===== config.mk =====
export PLATFORM = sky130hd
export DESIGN_NAME = idfc_top
export DESIGN_NICKNAME = d
export VERILOG_FILES = /design/src/core/idfc_to_ieee.v /design/src/core/idfc_top.v
export VERILOG_INCLUDE_DIRS = /design/src /design/src/pkg
export SDC_FILE = /design/constraint.sdc
export NUM_CORES = 1
export LEC_CHECK = 0
export ABC_AREA = 1
export BUFFER_PORTS_ARGS = -buffer_cell sky130_fd_sc_hd__clkbuf_2
export CAP_MARGIN = 20
export CORE_ASPECT_RATIO = 0.8
export CORE_UTILIZATION = 25
export DETAILED_ROUTE_END_ITERATION = 16
export GPL_TIMING_DRIVEN = 0
export MAX_ROUTING_LAYER = met4
export PLACE_DENSITY = 0.47
export SLEW_MARGIN = 10
export SYNTH_ARGS = -nofsm -noshare
export SYNTH_HDL_FRONTEND = slang
export SYNTH_HIERARCHICAL = 1
export SYNTH_SLANG_ARGS = --single-unit

===== constraint.sdc =====
create_clock -name clock -period 1.2 [get_ports clock]
set_input_delay 0.24 -clock clock [delete_from_list [all_inputs] [get_ports clock]]
set_output_delay 0.24 -clock clock [all_outputs]
set_load 0.02 [all_outputs]

===== src/pkg/idfc_defs.vh =====
// Constants for the IEEE and native floating-point word converter.
`ifndef IDFC_DEFS_VH
`define IDFC_DEFS_VH

// ****************************************************************
// Word layout
// ****************************************************************
`define IDFC_WORD_W       32
`define IDFC_EXP_W        8
`define IDFC_FRAC_W       23
`define IDFC_FRAC_HI      22
`define IDFC_NAT_EXP_HI   31
`define IDFC_NAT_EXP_LO   24
`define IDFC_NAT_SIGN     23
`define IDFC_IEEE_SIGN    31
`define IDFC_IEEE_EXP_HI  30
`define IDFC_IEEE_EXP_LO  23

// ****************************************************************
// Exponent codes
// ****************************************************************
`define IDFC_BIAS         8'h7f
`define IDFC_IEEE_EXP_DEN 8'h00
`define IDFC_IEEE_EXP_RES 8'hff
`define IDFC_NAT_EXP_ZERO 8'h80
`define IDFC_NAT_EXP_DEN  8'h81

// ****************************************************************
// Fixed result words
// ****************************************************************
`define IDFC_NAT_ZERO     32'h80000000
`define IDFC_NAT_POS_SAT  32'h7f7fffff
`define IDFC_NAT_NEG_SAT  32'h7f800000
`define IDFC_IEEE_ZERO    32'h00000000
`define IDFC_FRAC_ZERO    23'h000000
`define IDFC_RESET_WORD   32'h00000000

// ****************************************************************
// Modes, directions and timing
// ****************************************************************
`define IDFC_MODE_FAST    1'b0
`define IDFC_MODE_FULL    1'b1
`define IDFC_DIR_TO_NAT   1'b0
`define IDFC_DIR_TO_IEEE  1'b1
`define IDFC_LATENCY      1

`endif


===== src/core/idfc_to_ieee.v =====
// Native-to-IEEE word conversion, purely combinational.
`include "idfc_defs.vh"

module idfc_to_ieee (
    // Native word and mode
    input  wire [31:0] nat_word,
    input  wire        full_mode,
    // IEEE result and its class
    output reg  [31:0] ieee_word,
    output reg         is_zero,
    output reg         is_denorm
);

    // ****************************************************************
    // Field split
    // ****************************************************************
    wire [7:0]  nat_exp  = nat_word[`IDFC_NAT_EXP_HI:`IDFC_NAT_EXP_LO];
    wire        nat_sign = nat_word[`IDFC_NAT_SIGN];
    wire [22:0] nat_frac = nat_word[`IDFC_FRAC_HI:0];

    reg  [7:0]  biased;
    reg  [22:0] mag_frac;

    // ****************************************************************
    // Conversion
    // ****************************************************************
    // A negative native mantissa is 10.f, so its magnitude is 2 - 0.f;
    // an all-zero fraction therefore lifts the exponent by one.
    always @* begin
        biased    = nat_exp + `IDFC_BIAS;
        mag_frac  = nat_frac;
        is_zero   = 1'b0;
        is_denorm = 1'b0;
        if (nat_sign) begin
            if (nat_frac == `IDFC_FRAC_ZERO) begin
                biased = biased + 8'h01;
            end else begin
                mag_frac = `IDFC_FRAC_ZERO - nat_frac;
            end
        end
        if (nat_exp == `IDFC_NAT_EXP_ZERO) begin
            is_zero   = 1'b1;
            ieee_word = `IDFC_IEEE_ZERO;
        end else if (biased == `IDFC_IEEE_EXP_DEN && full_mode) begin
            // Exponent -127 lands on the IEEE denormal code: the hidden
            // one becomes explicit and the fraction drops one place.
            is_denorm = 1'b1;
            ieee_word = {nat_sign, `IDFC_IEEE_EXP_DEN, 1'b1, mag_frac[22:1]};
        end else begin
            ieee_word = {nat_sign, biased, mag_frac};
        end
    end

endmodule // idfc_to_ieee


===== src/core/idfc_top.v =====
// Converter between IEEE single-precision and native floating-point words.
`include "idfc_defs.vh"

module idfc_top (
    // Clock and reset
    input  wire        clock,
    input  wire        nrst,
    // Request side
    input  wire        in_valid,
    input  wire        in_dir,
    input  wire [31:0] in_word,
    input  wire        full_mode,
    output reg         in_ready,
    // Result side
    output reg         out_valid,
    output reg  [31:0] out_word,
    output reg         out_dir,
    // Class of the accepted word
    output reg         out_zero,
    output reg         out_denorm,
    output reg         out_inf,
    output reg         out_nan,
    output reg         out_underflow
);

    // ****************************************************************
    // Functions
    // ****************************************************************

    // Builds a native word from a sign, an unbiased exponent and an
    // IEEE-style magnitude fraction 1.f. The exponent must be no lower
    // than -127; a negative value of exactly one at -127 has no native
    // form and falls to zero.
    function [31:0] pack_native;
        input        neg;
        input [7:0]  exp;
        input [22:0] frac;
        reg   [7:0]  exp_m1;
        begin
            exp_m1 = exp - 8'h01;
            if (!neg) begin
                // Positive: 01.f directly.
                pack_native = {exp, 1'b0, frac};
            end else if (frac == `IDFC_FRAC_ZERO) begin
                // -1.0 * 2^e is 10.0 * 2^(e-1).
                if (exp_m1 == `IDFC_NAT_EXP_ZERO) begin
                    pack_native = `IDFC_NAT_ZERO;
                end else begin
                    pack_native = {exp_m1, 1'b1, `IDFC_FRAC_ZERO};
                end
            end else begin
                // -(1.f) is -2 + (1 - 0.f), so the fraction is negated.
                pack_native = {exp, 1'b1, `IDFC_FRAC_ZERO - frac};
            end
        end
    endfunction

    // True when a word carries the all-zero fraction.
    function frac_is_zero;
        input [31:0] word;
        begin
            frac_is_zero = (word[`IDFC_FRAC_HI:0] == `IDFC_FRAC_ZERO);
        end
    endfunction

    // ****************************************************************
    // IEEE field decode
    // ****************************************************************
    wire        ieee_sign = in_word[`IDFC_IEEE_SIGN];
    wire [7:0]  ieee_exp  = in_word[`IDFC_IEEE_EXP_HI:`IDFC_IEEE_EXP_LO];
    wire [22:0] ieee_frac = in_word[`IDFC_FRAC_HI:0];

    // Input class, used both for the result and for the class outputs.
    wire        exp_low   = (ieee_exp == `IDFC_IEEE_EXP_DEN);
    wire        exp_high  = (ieee_exp == `IDFC_IEEE_EXP_RES);
    wire        cls_zero  = exp_low  &&  frac_is_zero(in_word);
    wire        cls_den   = exp_low  && !frac_is_zero(in_word);
    wire        cls_inf   = exp_high &&  frac_is_zero(in_word);
    wire        cls_nan   = exp_high && !frac_is_zero(in_word);

    // ****************************************************************
    // Native field decode
    // ****************************************************************
    wire [7:0]  nat_exp   = in_word[`IDFC_NAT_EXP_HI:`IDFC_NAT_EXP_LO];
    wire        nat_zero  = (nat_exp == `IDFC_NAT_EXP_ZERO);

    // ****************************************************************
    // Reverse direction
    // ****************************************************************
    wire [31:0] rev_word;
    wire        rev_zero;
    wire        rev_denorm;

    // The native-to-IEEE path lives in its own module so the forward
    // path here stays readable.
    idfc_to_ieee u_to_ieee (
        .nat_word  (in_word),
        .full_mode (full_mode),
        .ieee_word (rev_word),
        .is_zero   (rev_zero),
        .is_denorm (rev_denorm)
    );

    // ****************************************************************
    // Forward direction
    // ****************************************************************
    reg  [31:0] fwd_word;
    reg         fwd_under;
    reg  [7:0]  unbiased;

    // Complete mode checks the special classes first; fast mode only
    // separates zero and denormals from the normal path, which is cheaper but lets
    // infinity and NaN wrap through the exponent arithmetic.
    always @* begin
        unbiased  = ieee_exp - `IDFC_BIAS;
        fwd_under = 1'b0;
        if (full_mode == `IDFC_MODE_FULL) begin
            if (cls_nan) begin
                fwd_word = in_word;
            end else if (cls_inf) begin
                // Top exponent with the extreme fraction for each sign.
                if (ieee_sign) begin
                    fwd_word = `IDFC_NAT_NEG_SAT;
                end else begin
                    fwd_word = `IDFC_NAT_POS_SAT;
                end
            end else if (cls_zero) begin
                fwd_word = `IDFC_NAT_ZERO;
            end else if (cls_den) begin
                if (ieee_frac[`IDFC_FRAC_HI]) begin
                    // 0.1f * 2^-126 is 1.f * 2^-127.
                    fwd_word = pack_native(ieee_sign, `IDFC_NAT_EXP_DEN,
                                           {ieee_frac[21:0], 1'b0});
                end else begin
                    fwd_word  = `IDFC_NAT_ZERO;
                    fwd_under = 1'b1;
                end
            end else begin
                fwd_word = pack_native(ieee_sign, unbiased, ieee_frac);
            end
        end else begin
            // Denormals also go to zero here; any value is allowed.
            if (exp_low) begin
                fwd_word = `IDFC_NAT_ZERO;
            end else begin
                fwd_word = pack_native(ieee_sign, unbiased, ieee_frac);
            end
        end
    end

    // ****************************************************************
    // Next-state selection
    // ****************************************************************
    reg  [31:0] next_word;
    reg         next_zero;
    reg         next_denorm;
    reg         next_inf;
    reg         next_nan;
    reg         next_under;

    // Class outputs describe the accepted word in the format it came in, except reverse next_denorm: a denormal IEEE result in complete mode.
    always @* begin
        if (in_dir == `IDFC_DIR_TO_IEEE) begin
            next_word   = rev_word;
            next_zero   = nat_zero;
            next_denorm = rev_denorm;
            next_inf    = 1'b0;
            next_nan    = 1'b0;
            next_under  = 1'b0;
        end else begin
            next_word   = fwd_word;
            next_zero   = cls_zero;
            next_denorm = cls_den;
            next_inf    = cls_inf;
            next_nan    = cls_nan;
            next_under  = fwd_under;
        end
    end

    // ****************************************************************
    // Result register
    // ****************************************************************
    // Every request after the first edge out of reset is taken, so the result lands one edge after the
    // request and holds until the next one; valid is a single pulse.
    always @(posedge clock or negedge nrst) begin
        if (!nrst) begin
            in_ready      <= 1'b0;
            out_valid     <= 1'b0;
            out_word      <= `IDFC_RESET_WORD;
            out_dir       <= `IDFC_DIR_TO_NAT;
            out_zero      <= 1'b0;
            out_denorm    <= 1'b0;
            out_inf       <= 1'b0;
            out_nan       <= 1'b0;
            out_underflow <= 1'b0;
        end else begin
            in_ready  <= 1'b1;
            out_valid <= in_valid && in_ready;
            if (in_valid && in_ready) begin
                out_word      <= next_word;
                out_dir       <= in_dir;
                out_zero      <= next_zero;
                out_denorm    <= next_denorm;
                out_inf       <= next_inf;
                out_nan       <= next_nan;
                out_underflow <= next_under;
            end
        end
    end

    // Reverse-path zero flag is folded into next_zero via nat_zero; the
    // submodule's copy is kept for its own bench and left unread here.
    wire unused_rev_zero = rev_zero;

endmodule // idfc_top


==> implementation parameters, run 1 <==
Parameter                              Value

Clock tree
  Clock net sink count    40
  CTS tree    built
  Number of CTS-inserted buffers    5
  Worst-path clk slew    80 ps
  Buffer depth of the longest clock path    2
  Clock latency on the worst-skew pair    just over 300 ps
  Cell at the root of the clock tree    clkbuf_16
  Number of levels in the clock H-tree    2

Timing
  Final worst hold slack    422 ps
  RSZ-0062 raised after global routing    true
  Slew margin rel.    roughly 44%
  Timing-limited maximum frequency    0.420 GHz
  Maximum clock skew at final layout    between 15 and 20 ps
  Post-route setup slack    -1180 ps
  Count of endpoints failing hold in the final timing report    0
  # setup viols final    38
  Post-route minimum period    2380 ps
  Tcrit/Tclk final    198%
  Slew @ Worst Pin    between 800 and 900 ps
  Final Slew Violations    0

Logic synthesis
  Dominant combinational cell family by area after synthesis    simple AND/OR/NAND/NOR gates
  Share of synthesized cell area in and, or, nand and nor gates    between 40% and 50%
  Post-Syn Area    5710 µm²
  Post-synthesis area per instance    5.67 µm²
  Top FF cell, synth    dfrtp_1
  Part of the Yosys area used for sequential elements    17.5%
  Net Count, Synth    between 1000 and 1500
  Adder and majority cell fraction of the synthesized area    roughly 1.5%
  #FFs+latches synth    40
  Syn Inst Count    1008
  Mux contribution to synthesized area    0%
  Share of synthesized registers carrying an async set or reset    100%
  Xor-xnor portion of the synthesized cell area    5.52%
  Yosys cell types    49
  Warning count from the yosys run    6
  Area fraction in compound gates after synthesis    15.4%
  Number of enable-type register cells in the synthesized netlist    0

Die
  Height of the die    137 µm
  Effective utilization at floorplan    25.5%
  Site Rows    49
  Die Area    approximately 23000 µm²
  Number of top-level design ports    slightly below 80
  Core area    22400 µm²
  Die width    roughly 170 µm

Critical path
  Critical Path RT    1390 ps
  Setup Crit Path Kind    input pin to register
  Crit path launch type    input pin
  Arrival time of data at the critical path endpoint    2570 ps
  CP endpoint kind    register
  Largest driver fanout on the critical path    7

Status
  Result of the run    complete, but fails checks
  Violations in the final reports    negative setup slack

Layout
  Post-Layout Inst Area    8500 µm²
  Synthesis-to-layout area growth    48.7%
  Post-layout utilization of the core    37.9%
  Nets    between 1000 and 1500
  Fraction of layout cells with a size suffix above 1    34.4%
  Diode insertion count for antenna repair    0
  Number of inserted filler cells in the final layout    2473
  Final cell count without fillers    1473

Placement
  Final RePlAce weighted congestion    0.990
  Placed cells    1391
  IO buf count    76
  Post-Place Setup Slack    -1790 ps
  Total half-perimeter wirelength after legalization and detailed placement    20200 µm
  Cell area after placement    6690 µm²

Power
  Pwr Density    710 nW/µm²
  Max IR drop VDD    441 µV
  Leakage component of the power    between 4 and 5 nW

Global routing
  Largest net degree at the start of global routing    26
  Wire length of the first global-routing pass    39800 µm
  GRT Total Usage    23.3%
  Via count of the first global-routing pass    6690
  Initial antenna violation count    0
  Total congestion overflow after global routing    0

Hold path
  Type of the tightest min-delay check    input pin to register

Drt
  DRC violations left    0
  Detailed Route Iter0 Violations    770
  First-pass iteration count of the detailed router    6
  Vias/cell    4.94
  Per-cell routed wire length    18.0 µm
  Antenna violation net count after detailed routing    0
  Final wirelength    26500 µm
  Total via count in the routed design    7270

Flow run
  Max-capacitance violation count    0
==> cell usage in the layout, fill, tap and decap left out, types with 4 or more instances in the layout <==
cell / n
a22oi_2: 4
clkbuf_2: 61
inv_4: 4
nand2_1: 273
o21ai_2: 9
nand3_1: 67
nor2_2: 17
nor2_4: 35
dfrtp_1: 40
xnor2_1: 5
clkbuf_16: 11
nand3_2: 24
ha_4: 5
nand2_2: 43
o21ai_0: 58
o21bai_1: 4
nor3_1: 7
clkbuf_4: 10
nand4_1: 38
buf_2: 8
a21oi_1: 33
a22oi_1: 5
clkbuf_8: 4
inv_2: 12
buf_6: 29
buf_12: 4
o21ai_1: 22
nand2_4: 16
a21oi_2: 6
clkbuf_1: 7
inv_1: 86
nor2_1: 66
buf_4: 58
nand3_4: 9
xor2_1: 30
==> cells in the mapped netlist, types with 3 or more instances <==
cell,n,area [µm²]
o21ai_1,9,45.0
a22oi_1,9,67.6
dfrtp_1,40,1000
nor2_1,101,379
clkinv_1,5,18.8
nand3_1,96,480
xor2_1,30,263
xnor2_1,6,52.6
or2_2,3,18.8
nand2_1,326,1220
nand4_1,38,238
inv_2,9,33.8
a21oi_1,38,190
buf_6,5,56.3
ha_1,7,87.6
buf_4,7,52.6
inv_1,99,372
a211oi_1,3,22.5
a31oi_1,3,18.8
nand3_2,3,30.0
buf_2,12,60.1
nor3_1,7,35.0
nor2_2,9,56.3
o21ai_0,80,400
nor2_4,8,90.1
nand2_2,5,31.3
o21bai_1,4,30.0
clkbuf_1,16,60.1
==> cell type report <==
cell class / instances / area (µm²) / share of cell area (%)
multi-input cells: 811 / 4860 / 57.3
flip-flops and latches: 40 / 1000 / 11.8
well taps: 306 / 383 / 4.51
repair buffers: 153 / 1280 / 15.0
clock inverters: 3 / 47.5 / 0.560
plain buffers: 41 / 307 / 3.61
clock buffers: 5 / 125 / 1.47
inverters: 114 / 490 / 5.77
==> power breakdown <==
| part | internal [mW] | switching [mW] | total, mW |
|---|---|---|---|
| logic | 0.970 | 1.75 | 2.72 |
| clock network | 0.991 | 0.661 | 1.65 |
| registers | 1.54 | 0.122 | 1.66 |
==> worst max-delay path, stage by stage <==
cell and delay, ps:
clkbuf_16 140, clkinv_8 50, ha_4 130, nand2_4 60, nor2_8 140, nand3_4 120, nor2_4 180, buf_6 130
nand4_1 100, nand2_2 130, nand2_2 70, nor2_4 230, nand2_4 160, buf_6 180, nand3_2 60, nand2_2 90
nor2_4 120, nor2_4 70, nand2_2 90, nand2_1 50
==> repair_timing <==
item,in CTS,in global routing
hold buffers,1,0
hold endpoints to repair,15,0
setup endpoints to repair,39,39
cloned,4,1
resized for setup,198,99
pin swaps,83,87
setup buffers,56,25
==> per-layer routing <==
metal  up-vias  GRT usage (%)  part of all wire (%)
met5         -              -                     0
met4         0           4.96                   1.1
met3        21           5.69                   9.7
met2       313           32.8                    42
met1      3330           33.2                    48
li1       3606              -                     -
==> final timing paths <==
check / from / end / slack [ps] / cells past startpoint
max: in_word[1] / out_word[10] / -1180 / 20
min: in_dir / out_word[0] / 420 / 3
max reg2reg: in_ready / out_word[23] / -380 / 6
min reg2reg: out_word[16] / out_word[16] / 470 / 2
max in group asynchronous: nrst / out_word[8] / 230 / 3
min in group asynchronous: nrst / out_word[3] / 440 / 2
==> kinds of logic after synthesis <==
| kind of cell | after synthesis |
|---|---|
| buf+inv | 157 |
| xor+xnor | 36 |
| compound gates | 159 |
| simple gates | 608 |
| flops | 40 |
| fa+ha+maj | 7 |
| other cells | 1 |
==> registers in the layout (all words and copies together), names as in the netlist <==
name	cells
out_denorm	1
out_nan	1
out_underflow	1
in_ready	1
out_zero	1
out_dir	1
out_valid	1
out_word	32
out_inf	1
==> through the flow <==
stage	TNS, ps	power [mW]
global placement	-56390	3.87
floorplan	-27570	3.03
global route	-38440	6.38
finish	-34570	6.03
detailed placement	-55710	3.88
CTS	-30530	5.87
Power figures use the tool's default switching activity.
==> run 2: changes to the inputs <==
--- a/config.mk
+++ b/config.mk
@@ -11,6 +11,7 @@
 export CAP_MARGIN = 20
 export CORE_ASPECT_RATIO = 0.8
 export CORE_UTILIZATION = 25
+export CTS_BUF_LIST = sky130_fd_sc_hd__clkbuf_2 sky130_fd_sc_hd__clkbuf_4 sky130_fd_sc_hd__clkbuf_8
 export DETAILED_ROUTE_END_ITERATION = 16
 export GPL_TIMING_DRIVEN = 0
 export MAX_ROUTING_LAYER = met4
==> run 2 against run 1 <==
  * The run still ends with negative setup slack left
  * Power down 7.6%
  * Clock-buffer cell count unchanged
  * Die area did not move
  * Routed wire length hardly changed
  * Utilization down 0.42 points
  * Register-to-register slack improved by 130 ps
  * Clock skew up 3.6 ps
  * Sequential power is essentially flat
  * Hold slack worse by 36 ps
  * Fmax increased by 3.8%
  * Critical path depth down 2
  * Clock power is 25% lower
  * Largest power group unchanged
  * Highest routed layer unchanged
==> implementation parameters, run 2 (synthesis gave the netlist of run 1 again) <==
Parameter                              Value

Critical path
  Source of the critical timing path    in_word[25] (was in_word[1])
  Number of buffer and inverter stages on the critical path    5 (was 4)
  Arrival time of data at the critical path endpoint    2550 ps (was 2570 ps)
  Largest driver fanout on the critical path    8 (was 7)
  Worst reg-to-reg path cell count    6 (unchanged)
  Setup Crit Path Kind    input pin to register (unchanged)
  Worst setup path end    out_word[10] (unchanged)
  Reg-to-reg setup timing slack    -250 ps (was -380 ps)
  Delay of the slowest critical-path stage    240 ps (was 230 ps)
  Crit path launch type    input pin (unchanged)
  Crit path max-delay family    simple AND/OR/NAND/NOR gates (unchanged)
  Cell with the biggest individual delay on the critical path    ha_4 (was nor2_4)
  WP depth    18 (was 20)
  Critical Path RT    1460 ps (was 1390 ps)
  Crit-path most repeated cell    nand2_1
  Critical path cell sequence    clkbuf_16 > clkinvlp_4 > ha_4 > buf_4 > xor2_1 > nand4_1 > nand2_1 > a21oi_2 > nand3_2 > nor2_4 > buf_6 > buf_6 > nand4_1 > nand2_1 > nor2_1 > nor2_2 > nand2_1 > nand2_1 (was clkbuf_16 > clkinv_8 > ha_4 > nand2_4 > nor2_8 > nand3_4 > nor2_4 > buf_6 > nand4_1 > nand2_2 > nand2_2 > nor2_4 > nand2_4 > buf_6 > nand3_2 > nand2_2 > nor2_4 > nor2_4 > nand2_2 > nand2_1)
  Reg2Reg Capture Point    out_word[23] (unchanged)
  CP endpoint kind    register (unchanged)
  Worst R2R Start    in_ready (unchanged)

Flow run
  Max-capacitance violation count    0 (unchanged)

Die
  Number of top-level design ports    77 (unchanged)
  Die width    171 µm (unchanged)
  Effective utilization at floorplan    25.5% (unchanged)
  Core area    22400 µm² (unchanged)
  Height of the die    137 µm (unchanged)
  Site Rows    49 (unchanged)
  Die Area    23500 µm² (unchanged)

Global routing
  GRT Total Usage    23.2% (was 23.3%)
  Initial antenna violation count    0 (unchanged)
  Largest net degree at the start of global routing    26 (unchanged)
  Wire length of the first global-routing pass    39600 µm (was 39800 µm)
  Via count of the first global-routing pass    6661 (was 6690)
  Total congestion overflow after global routing    0 (unchanged)

Placement
  Final RePlAce weighted congestion    0.990 (unchanged)
  Post-Place Setup Slack    -1790 ps (unchanged)
  Placed cells    1391 (unchanged)
  IO buf count    76 (unchanged)
  Total half-perimeter wirelength after legalization and detailed placement    20200 µm (unchanged)
  Cell area after placement    6690 µm² (unchanged)

Drt
  Per-cell routed wire length    17.8 µm (was 18.0 µm)
  First-pass iteration count of the detailed router    7 (was 6)
  Total via count in the routed design    7384 (was 7270)
  Final wirelength    26500 µm (about the same)
  Detailed Route Iter0 Violations    760 (was 770)
  Vias/cell    4.98 (was 4.94)
  DRC violations left    0 (unchanged)
  Antenna violation net count after detailed routing    0 (unchanged)

Power
  Leakage component of the power    4.20 nW (was 4.23 nW)
  Power Total    5.57 mW (was 6.03 mW)
  Pwr Density    663 nW/µm² (was 710 nW/µm²)
  Max IR drop VDD    381 µV (was 441 µV)

Status
  Violations in the final reports    negative setup slack (unchanged)
  Result of the run    complete, but fails checks (unchanged)

Clock tree
  CTS tree    built (unchanged)
  Buffer depth of the longest clock path    2 (unchanged)
  Number of levels in the clock H-tree    2 (unchanged)
  Number of CTS-inserted buffers    5 (unchanged)
  Worst-path clk slew    110 ps (was 80 ps)
  Clock net sink count    40 (unchanged)
  Cell at the root of the clock tree    clkbuf_8 (was clkbuf_16)
  Clock latency on the worst-skew pair    330 ps (was 310 ps)

Layout
  Final cell count without fillers    1484 (was 1473)
  Number of inserted filler cells in the final layout    2483 (was 2473)
  Commonest non-fill, non-tap cell in the layout    nand2_1 (unchanged)
  Most used cells in the layout excluding fill and tap cells    nand2_1 (272), inv_1 (86), nand3_1 (74) (was nand2_1 (273), inv_1 (86), nand3_1 (67))
  Post-layout utilization of the core    37.4% (was 37.9%)
  Register name with the most flops    out_word (unchanged)
  Nets    1221 (was 1210)
  Diode insertion count for antenna repair    0 (unchanged)
  Synthesis-to-layout area growth    47.1% (was 48.7%)
  Max FFs per register    32 (unchanged)
  Post-Layout Inst Area    8400 µm² (was 8500 µm²)
  Fraction of layout cells with a size suffix above 1    34.1% (was 34.4%)

Timing
  Maximum clock skew at final layout    19.2 ps (was 15.7 ps)
  Count of endpoints failing hold in the final timing report    0 (unchanged)
  Setup tns final    -32330 ps (was -34570 ps)
  Slew margin rel.    49.8% (was 44.0%)
  Final Slew Violations    0 (unchanged)
  Post-route minimum period    2290 ps (was 2380 ps)
  Final worst hold slack    385 ps (was 422 ps)
  Tcrit/Tclk final    191% (was 198%)
  RSZ-0062 raised after global routing    true (unchanged)
  # setup viols final    37 (was 38)
  Timing-limited maximum frequency    0.436 GHz (was 0.420 GHz)
  Post-route setup slack    -1090 ps (was -1180 ps)
  Slew @ Worst Pin    753 ps (was 840 ps)

Hold path
  Type of the tightest min-delay check    input pin to register (unchanged)
==> run 2: layout make-up <==
| class | instances | area [µm²] | area share [%] |
|---|---|---|---|
| Buffer | 39 | 290 | 3.45 |
| Clock buffer | 5 | 68.8 | 0.819 |
| Clock inverter | 3 | 47.5 | 0.566 |
| Inverter | 114 | 503 | 5.99 |
| Multi-Input combinational cell | 811 | 4760 | 56.7 |
| Sequential cell | 40 | 1000 | 11.9 |
| Tap cell | 306 | 383 | 4.56 |
| Timing Repair Buffer | 166 | 1350 | 16.0 |
==> run 2: how the worst min path moves through the flow <==
stage                         endpoint  slack [ps]          from  cells past startpoint
after floorplan               in_ready         -60          nrst                      0
after global placement    out_word[22]         460  out_word[22]                      2
after detailed placement       out_dir         230          nrst                      1
after CTS                  out_word[0]         370        in_dir                      3
after global routing       out_word[0]         400        in_dir                      3
final                      out_word[0]         390        in_dir                      3
==> run 2: where the power goes <==
group	total (mW)	internal [mW]	switching (mW)	leakage [nW]
clock	1.23	0.628	0.605	0.0583
combinational	2.68	0.953	1.73	3.64
sequential	1.66	1.53	0.123	0.497
==> run 2: worst min-delay path: stages <==
cell	delay, ps
clkbuf_2	230
a211oi_2	100
o21ai_1	120
==> run 2: per-layer routing <==
metal  vias up  wire, µm  part of all wire (%)  global-route usage, %
met5         -         0                     0                      -
met4         0       435                   1.6                   5.90
met3        27      2600                   9.8                   5.92
met2       334     10700                    40                   31.8
met1      3395     12800                    48                   33.2
li1       3628         -                     -                      -
==> run 2: repair_timing <==
action / in CTS / in global routing
cloned: 2 / 1
pin swaps: 68 / 79
hold endpoints to repair: 15 / 0
resized for setup: 161 / 115
buffers inserted: 54 / 35
endpoints found under the setup margin: 39 / 40
hold buffers: 1 / 0
